File: src/tsv_pkg.sv
// package: constants for the transfer server mode decode and source pointer handling
package tsv_pkg;
  // ------------------------------------------------------------
  // control word fields
  // ------------------------------------------------------------
  localparam int MODE_HI = 7;
  localparam int MODE_LO = 5;
  localparam int CTL_INC_BIT = 1;
  localparam int CTL_UPD_BIT = 3;
  localparam logic [2:0] MODE_BLOCK = 3'h0;
  localparam logic [2:0] MODE_SINGLE = 3'h4;
  localparam logic [2:0] MODE_TOUT = 3'h1;
  localparam logic [2:0] MODE_TIN = 3'h3;
  localparam logic [2:0] MODE_SCAN = 3'h6;
  // ------------------------------------------------------------
  // control block layout
  // ------------------------------------------------------------
  localparam logic [2:0] CB_OFS_BLOCK_COUNT = 3'h6;
  localparam logic [2:0] CB_OFS_SOURCE = 3'h2;
  localparam logic [15:0] SRC_RESET = 16'h0000;
  localparam logic [7:0] CNT_RESET = 8'h00;
  typedef enum logic [2:0] {TSV_NONE, TSV_BLOCK, TSV_SINGLE, TSV_TOUT, TSV_TIN, TSV_SCAN} tsv_mode_t;
endpackage : tsv_pkg

File: src/tsv_mode_dec.sv
// mode field decoder for the transfer server control word
`timescale 1ns/1ps
module tsv_mode_dec (
  input wire logic [7:0] i_ctl,
  output tsv_pkg::tsv_mode_t o_mode,
  output logic o_uses_src
);
  // ------------------------------------------------------------
  // decode
  // ------------------------------------------------------------
  wire logic [2:0] mode_bits = i_ctl[tsv_pkg::MODE_HI:tsv_pkg::MODE_LO];
  always_comb begin
    unique case (mode_bits)
      tsv_pkg::MODE_BLOCK: o_mode = tsv_pkg::TSV_BLOCK;
      tsv_pkg::MODE_SINGLE: o_mode = tsv_pkg::TSV_SINGLE;
      tsv_pkg::MODE_TOUT: o_mode = tsv_pkg::TSV_TOUT;
      tsv_pkg::MODE_TIN: o_mode = tsv_pkg::TSV_TIN;
      tsv_pkg::MODE_SCAN: o_mode = tsv_pkg::TSV_SCAN;
      default: o_mode = tsv_pkg::TSV_NONE;
    endcase
  end
  // only these modes read memory through the source pointer
  assign o_uses_src = (o_mode == tsv_pkg::TSV_BLOCK) || (o_mode == tsv_pkg::TSV_SINGLE) ||
                      (o_mode == tsv_pkg::TSV_TOUT);
endmodule : tsv_mode_dec

File: src/tsv_server.sv
// transfer server cycle engine: control block load, mode decode, source pointer sequencing
//
// Operation
// - control word bits 7..5 equal to 000 select block transfer and 100 select single transfer.
// - mode pattern 001 is timed-output, 011 is timed-input and 110 is converter-scan.
// - the block count is fetched from byte offset 6 of the control block, never offset 7.
// - the source pointer is used only in single, block and timed-output modes, as the read address.
// - the source pointer addresses the source location and may be incremented when a cycle ends.
// - in single transfer, control bits 1 and 3 decide whether the source pointer is incremented.
// - in block transfer, bit 1 set increments the pointer after each transfer, clear leaves it.
// - at the end of a block, bit 3 chooses keeping the final pointer or restoring the starting one.
// - in timed-output mode the pointer is updated at cycle end only when bit 3 requests it.
`timescale 1ns/1ps
module tsv_server #(
  parameter int ADDR_W = 16
) (
  input wire logic i_clk,
  input wire logic i_rst_b,
  input wire logic i_ce,
  input wire logic i_start,
  input wire logic [7:0] i_ctl,
  input wire logic [ADDR_W-1:0] i_cb_base,
  input wire logic i_mem_ack,
  input wire logic [7:0] i_mem_rdata,
  output logic o_mem_req,
  output logic [ADDR_W-1:0] o_mem_addr,
  output logic [ADDR_W-1:0] o_src_ptr,
  output logic [2:0] o_mode,
  output logic o_busy,
  output logic o_done,
  output logic o_wb_req
);
  // ------------------------------------------------------------
  // checks
  // ------------------------------------------------------------
  if (ADDR_W != 16) begin : g_bad_addr_w
    $error("tsv_server supports a 16-bit address only");
  end

  typedef enum logic [2:0] {ST_IDLE, ST_CNT, ST_SRCL, ST_SRCH, ST_XFER, ST_END} tsv_st_t;
  tsv_st_t st_r, st_nxt;
  tsv_pkg::tsv_mode_t dec_mode, mode_r;
  logic uses_src;
  // source use is latched with the start so a later change of i_ctl cannot redirect the cycle
  logic src_mode_r;
  logic [7:0] ctl_r;
  logic [7:0] cnt_r, cnt_nxt;
  logic [15:0] src_r, src_nxt, save_r, save_nxt;
  logic [15:0] addr_nxt;
  logic req_nxt, done_nxt, wb_nxt;

  tsv_mode_dec u_dec (
    .i_ctl(i_ctl),
    .o_mode(dec_mode),
    .o_uses_src(uses_src)
  );

  // ------------------------------------------------------------
  // pointer policy
  // ------------------------------------------------------------
  wire logic inc_bit = ctl_r[tsv_pkg::CTL_INC_BIT];
  wire logic upd_bit = ctl_r[tsv_pkg::CTL_UPD_BIT];
  wire logic is_block = (mode_r == tsv_pkg::TSV_BLOCK);
  // single transfer: both bits must be set before the pointer moves
  wire logic single_inc = inc_bit & upd_bit;
  wire logic step_inc = is_block ? inc_bit : 1'b0;
  wire logic end_inc = (mode_r == tsv_pkg::TSV_SINGLE) ? single_inc :
                       (mode_r == tsv_pkg::TSV_TOUT) ? upd_bit : 1'b0;
  // block end: bit 3 set keeps the final value, clear restores the saved start
  wire logic [15:0] block_end_src = upd_bit ? src_r : save_r;
  wire logic last_xfer = (cnt_r <= 8'h01);
  wire logic [15:0] src_step = src_r + 16'h0001;

  // ------------------------------------------------------------
  // sequencer
  // ------------------------------------------------------------
  always_comb begin
    st_nxt = st_r;
    cnt_nxt = cnt_r;
    src_nxt = src_r;
    save_nxt = save_r;
    addr_nxt = o_mem_addr;
    req_nxt = o_mem_req;
    done_nxt = 1'b0;
    wb_nxt = 1'b0;
    unique case (st_r)
      ST_IDLE: begin
        if (i_start) begin
          addr_nxt = i_cb_base + {13'h0000, tsv_pkg::CB_OFS_BLOCK_COUNT};
          req_nxt = 1'b1;
          st_nxt = ST_CNT;
        end
      end
      ST_CNT: begin
        if (i_mem_ack) begin
          cnt_nxt = i_mem_rdata;
          addr_nxt = i_cb_base + {13'h0000, tsv_pkg::CB_OFS_SOURCE};
          req_nxt = src_mode_r;
          st_nxt = src_mode_r ? ST_SRCL : ST_END;
        end
      end
      ST_SRCL: begin
        if (i_mem_ack) begin
          src_nxt[7:0] = i_mem_rdata;
          addr_nxt = o_mem_addr + 16'h0001;
          st_nxt = ST_SRCH;
        end
      end
      ST_SRCH: begin
        if (i_mem_ack) begin
          src_nxt[15:8] = i_mem_rdata;
          save_nxt = {i_mem_rdata, src_r[7:0]};
          addr_nxt = {i_mem_rdata, src_r[7:0]};
          st_nxt = ST_XFER;
        end
      end
      ST_XFER: begin
        if (i_mem_ack) begin
          if (is_block && !last_xfer) begin
            cnt_nxt = cnt_r - 8'h01;
            src_nxt = step_inc ? src_step : src_r;
            addr_nxt = step_inc ? src_step : src_r;
          end else begin
            req_nxt = 1'b0;
            cnt_nxt = is_block ? 8'h00 : cnt_r;
            if (is_block) begin
              src_nxt = step_inc ? block_end_src_after(upd_bit, src_step, save_r) : block_end_src;
            end else begin
              src_nxt = end_inc ? src_step : src_r;
            end
            st_nxt = ST_END;
          end
        end
      end
      ST_END: begin
        req_nxt = 1'b0;
        done_nxt = 1'b1;
        wb_nxt = 1'b1;
        st_nxt = ST_IDLE;
      end
      default: st_nxt = ST_IDLE;
    endcase
  end

  // final block pointer including the increment of the last transfer
  function automatic logic [15:0] block_end_src_after(input logic keep, input logic [15:0] stepped,
                                                      input logic [15:0] saved);
    block_end_src_after = keep ? stepped : saved;
  endfunction : block_end_src_after

  // ------------------------------------------------------------
  // state
  // ------------------------------------------------------------
  always_ff @(posedge i_clk or negedge i_rst_b) begin
    if (!i_rst_b) begin
      st_r <= ST_IDLE;
      mode_r <= tsv_pkg::TSV_NONE;
      src_mode_r <= 1'b0;
      ctl_r <= 8'h00;
      cnt_r <= tsv_pkg::CNT_RESET;
      src_r <= tsv_pkg::SRC_RESET;
      save_r <= tsv_pkg::SRC_RESET;
      o_mem_addr <= 16'h0000;
      o_mem_req <= 1'b0;
      o_done <= 1'b0;
      o_wb_req <= 1'b0;
    end else if (i_ce) begin
      st_r <= st_nxt;
      if (st_r == ST_IDLE && i_start) begin
        mode_r <= dec_mode;
        src_mode_r <= uses_src;
        ctl_r <= i_ctl;
      end
      cnt_r <= cnt_nxt;
      src_r <= src_nxt;
      save_r <= save_nxt;
      o_mem_addr <= addr_nxt;
      o_mem_req <= req_nxt;
      o_done <= done_nxt;
      o_wb_req <= wb_nxt;
    end
  end

  // ------------------------------------------------------------
  // mirrored outputs, registered
  // ------------------------------------------------------------
  always_ff @(posedge i_clk or negedge i_rst_b) begin
    if (!i_rst_b) begin
      o_src_ptr <= 16'h0000;
      o_mode <= 3'h0;
      o_busy <= 1'b0;
    end else if (i_ce) begin
      o_src_ptr <= src_nxt;
      o_mode <= (st_r == ST_IDLE && i_start) ? dec_mode : mode_r;
      o_busy <= (st_nxt != ST_IDLE);
    end
  end

  // ------------------------------------------------------------
  // assertions
  // ------------------------------------------------------------
  a_count_offset: assert property (@(posedge i_clk) disable iff (!i_rst_b)
    (i_ce && st_r == ST_IDLE && i_start) |=> (o_mem_addr == $past(i_cb_base) + 16'h0006))
    else $error("block count not fetched from offset 6");
  a_block_decode: assert property (@(posedge i_clk) disable iff (!i_rst_b)
    (i_ce && st_r == ST_IDLE && i_start && i_ctl[7:5] == 3'h0) |=> (mode_r == tsv_pkg::TSV_BLOCK))
    else $error("pattern 000 not decoded as block");
  a_single_decode: assert property (@(posedge i_clk) disable iff (!i_rst_b)
    (i_ce && st_r == ST_IDLE && i_start && i_ctl[7:5] == 3'h4) |=> (mode_r == tsv_pkg::TSV_SINGLE))
    else $error("pattern 100 not decoded as single");
  a_other_decode: assert property (@(posedge i_clk) disable iff (!i_rst_b)
    (i_ce && st_r == ST_IDLE && i_start && i_ctl[7:5] == 3'h6) |=> (mode_r == tsv_pkg::TSV_SCAN))
    else $error("pattern 110 not decoded as scan");
  a_no_src_use: assert property (@(posedge i_clk) disable iff (!i_rst_b)
    (st_r == ST_CNT && i_ce && i_mem_ack && !src_mode_r) |=> (st_r == ST_END && !o_mem_req))
    else $error("source pointer fetched in a mode without it");
  a_block_hold: assert property (@(posedge i_clk) disable iff (!i_rst_b)
    (i_ce && st_r == ST_XFER && is_block && !inc_bit && i_mem_ack && !last_xfer) |=> $stable(src_r))
    else $error("block pointer moved with bit 1 clear");
  a_block_step: assert property (@(posedge i_clk) disable iff (!i_rst_b)
    (i_ce && st_r == ST_XFER && is_block && inc_bit && i_mem_ack && !last_xfer) |=> (src_r == $past(src_r) + 16'h0001))
    else $error("block pointer did not step");
  a_block_restore: assert property (@(posedge i_clk) disable iff (!i_rst_b)
    (i_ce && st_r == ST_XFER && is_block && !upd_bit && i_mem_ack && last_xfer) |=> (src_r == save_r))
    else $error("block pointer not restored");
  a_tout_update: assert property (@(posedge i_clk) disable iff (!i_rst_b)
    (i_ce && st_r == ST_XFER && mode_r == tsv_pkg::TSV_TOUT && i_mem_ack) |=>
    (src_r == $past(src_r) + {15'h0000, $past(upd_bit)}))
    else $error("timed-output pointer update wrong");
  a_single_update: assert property (@(posedge i_clk) disable iff (!i_rst_b)
    (i_ce && st_r == ST_XFER && mode_r == tsv_pkg::TSV_SINGLE && i_mem_ack) |=>
    (src_r == $past(src_r) + {15'h0000, $past(single_inc)}))
    else $error("single pointer update wrong");
endmodule : tsv_server

File: config.mk
export PLATFORM = sky130hd
export DESIGN_NAME = tsv_server
export DESIGN_NICKNAME = d
export VERILOG_FILES = /design/src/tsv_pkg.sv /design/src/tsv_mode_dec.sv /design/src/tsv_server.sv
export SDC_FILE = /design/constraint.sdc
export NUM_CORES = 1
export LEC_CHECK = 0
export BUFFER_PORTS_ARGS = -buffer_cell sky130_fd_sc_hd__buf_4
export CAP_MARGIN = 20
export CORE_MARGIN = 3
export CORE_UTILIZATION = 58
export CTS_CLUSTER_SIZE = 14
export DETAILED_ROUTE_END_ITERATION = 8
export PLACE_DENSITY = 0.84
export SLEW_MARGIN = 25
export SYNTH_ARGS = -nofsm -noshare
export SYNTH_HDL_FRONTEND = slang
export SYNTH_SLANG_ARGS = --single-unit
File: constraint.sdc
create_clock -name i_clk -period 3.16 [get_ports i_clk]
set_input_delay 0.632 -clock i_clk [delete_from_list [all_inputs] [get_ports i_clk]]
set_output_delay 0.632 -clock i_clk [all_outputs]
set_load 0.03 [all_outputs]
==> key figures <==
Outcome
  • Status: finished clean

GRT
  • GR Util All Layers: 33.3%
  • Largest net degree at the start of global routing: 69
  • First-pass GRT wire length: 25800 microns
  • Grt total ovfl: 0
  • Vias in the first global route: 5013
  • Initial antenna violation count: 0

Place
  • DP HPWL: 11200 microns
  • # port buffers: 72
  • Placed Instance Area: 5550 sq um
  • GP Congestion: 0.904

Detailed routing
  • Post-DRT Antenna Nets: 0
  • Initial DRC count: 528
  • DR top layer: met4
  • Drt total wl: 15700 microns
  • Vias per cell: 6.66
  • Metal3 WL: 1470 microns
  • Final routed DRC violation total: 0
  • Avg WL per Cell: 20.4 microns
  • Via Count: 5125
  • WL met1: 6290 microns
  • Met2 Wirelength: 7460 microns
  • DRT Pass-1 Iters: 5

Clocking
  • Post CTS Setup Buffer Count: 0
  • Clk sinks: 68
  • Clock latency on the worst-skew pair: 0.35 ns
  • # resized after CTS: 0
  • Clk buf depth: 2
  • CTS Buf Count: 9
  • CTS tree: done
  • # H-tree levels: 3
  • CTS Hold Bufs: 0
  • Clock Tree Root: clkbuf_8
  • Clk slew on worst S/H paths: 0.08 ns

Layout
  • Fill cell count: 660
  • Multi-input logic area: 2990 sq um
  • Layout cells sized above 1: 20.5%
  • ANT cells: 0
  • Area occupied by registers: 1700 sq um
  • Area delta synth->final: 17.0%
  • Final Util: 72.2%
  • Fin area: 5750 sq um
  • Nets@finish: 706

Timing
  • Post-route minimum period: 2.62 ns
  • Worst-Margin Slew: 0.910 ns
  • Final Cycle Share: 82.9%
  • Final Hold Viols: 0
  • RSZ-0062 raised after global routing: no
  • Post-Route Setup TNS: 0 ns
  • Max Freq: 382 MHz
  • Setup violators final: 0
  • Worst relative slew slack: 39.3%
  • Slew Viols, Final: 0
  • Setup Skew: 0.0139 ns

Worst setup path
  • CP max FO: 12
  • WP buf/inv: 1
  • Worst Setup Start Kind: flip-flop
  • CP Class: flip-flop to flip-flop
  • Setup crit end kind: flip-flop
  • Critical path origin: o_src_ptr[4]$_DFFE_PN0P_
  • Reg2Reg Setup Slack: 0.54 ns
  • Worst endpoint required time: 3.42 ns
  • CP cell instances: nand4_1 -> buf_4 -> or4_1 -> or3_4 -> a21oi_2 -> a211oi_1 -> o21ai_2
  • R2R depth: 7
  • RR Startpoint: o_src_ptr[4]$_DFFE_PN0P_
  • Critical path arrival: 2.88 ns
  • Critical Path Max Stage Delay: 0.69 ns
  • Reg-to-Reg End: o_mem_addr[15]$_DFFE_PN0P_
  • Top delay family on crit path: simple AND/OR/NAND/NOR gates
  • Worst path slowest cell: or4_1

Yosys
  • Syn_nets: 643
  • Sequential share of the synthesized area: 34.6%
  • Top-area cell type share of the netlist area: 34.6%
  • #FFs+latches synth: 68
  • EDFF count, synth: 0
  • Yosys warnings: 0
  • Async set-reset flop share out of synthesis: 100%
  • Dominant cell type by area after synthesis: dfrtp_1
  • Syn Inst Count: 600
  • Mean Syn Cell Area: 8.19 sq um
  • Cell Area, Synth: 4920 sq um
  • Yosys cell types: 64
  • Top post-synthesis cells by area: dfrtp_1 (35%), o21ai_0 (5.8%), nor2_1 (5.7%)
  • Main flop type after synthesis: dfrtp_1

Floorplanning
  • Die X: 98.1 microns
  • Floorplan row count: 32
  • Die height: 98.1 microns
  • Die ar.: 9620 sq um
  • Initial Util: 61.7%
  • I/O pin count: 76
  • Core ar.: 7970 sq um

Job
  • Max-cap violations: 0

Power
  • Final Power: 5.73 mW
  • Leak: 2.40 nW
  • Worst VDD drop: 684 uV
  • Power per cell area: 996 nW/um^2

Hold path
  • Hold Crit Class: input pin to asynchronous set/reset pin
## sequential cells by signal (all words and copies together), names as in the netlist
register and count:
cnt_r 8, ctl_r 2, o_busy 1, o_mem_addr 16
o_mem_req 1, o_mode 3, o_src_ptr 16, o_wb_req 1
save_r 16, src_mode_r 1, st_r 3
## per-stage QoR
step | std cells | setup WS (ns) | hold slack (ns)
3_5_place_dp | 754 | 0.619 | 0.496
6_report | 769 | 0.542 | 0.416
5_1_grt | 769 | 0.380 | 0.468
4_1_cts | 769 | 0.594 | 0.440
3_3_place_gp | 754 | 0.723 | 0.491
2_1_floorplan | 600 | 0.871 | 0.336
## area by class of cell
type / count / area share, %
inverters: 14 / 0.914
well taps: 102 / 2.22
clock inverters: 4 / 0.849
repair buffers: 91 / 11.9
flip-flops and latches: 68 / 29.6
clock buffers: 11 / 2.63
multi-input cells: 479 / 51.9
## layer usage
metal / vias to the layer above / track usage [%]
li1: 2330 / -
met1: 2437 / 45.7
met2: 311 / 52.1
met3: 47 / 5.93
met4: 0 / 14.0
met5: - / 0
## where the power goes
group	total, mW	leakage (nW)	switching, mW	internal, mW
Sequential	1.84	0.859	0.577	1.27
Combinational	3.14	1.43	1.93	1.20
Clock	0.749	0.105	0.347	0.402
## kinds of logic (layout without fill, tap and decap cells)
family                   count (synthesis)  after routing  synth area share, %
multiplexers                            20             20                 4.56
AND/OR/NAND/NOR                        209            209                 20.7
adder cells (fa/ha/maj)                  6              6                 1.68
flip-flops                              68             68                 34.6
AO/OA/AOI/OAI                          197            197                 25.4
buffers and inverters                   53            120                 4.73
XOR/XNOR                                47             47                 8.37
## synth_stat cells, types with 5 or more instances
library cell / count
o41ai_1: 5
nor2b_1: 5
inv_1: 14
nor4_1: 6
mux2_2: 19
dfrtp_1: 68
a221oi_1: 5
nand4_1: 8
clkbuf_1: 19
xor2_1: 17
xnor2_1: 30
o31ai_1: 8
nor3b_1: 5
nor3_1: 15
nor2_1: 74
a211oi_1: 15
nand2_1: 49
a32oi_1: 5
o21ai_0: 57
nand3_1: 17
o21ai_1: 13
o22ai_1: 10
a31oi_1: 6
a21oi_1: 41
ha_1: 5
buf_2: 15
## how the worst max path moves through the flow
stage	to	slack, ns	cells after the start
2_1_floorplan	o_mem_addr[15]$_DFFE_PN0P_	0.87	8
3_3_place_gp	o_mem_addr[15]$_DFFE_PN0P_	0.72	7
3_5_place_dp	o_mem_addr[15]$_DFFE_PN0P_	0.62	7
4_1_cts	o_mem_addr[15]$_DFFE_PN0P_	0.59	7
5_1_grt	o_src_ptr[4]$_DFFE_PN0P_	0.38	8
6_report	o_mem_addr[15]$_DFFE_PN0P_	0.54	7
## placed cells by master, fill, tap and decap left out, types with 6 or more instances in the layout
cell       n
buf_4     91
nor2_1    74
dfrtp_1   68
o21ai_0   57
nand2_1   49
a21oi_1   41
xnor2_1   30
mux2_2    19
nand3_1   17
xor2_1    17
nor3_1    15
a211oi_1  15
inv_1     14
o21ai_1   12
clkbuf_8  11
o22ai_1   10
o31ai_1    8
nand4_1    8
a31oi_1    6
nor4_1     6
(Power assumes the default switching activity.)
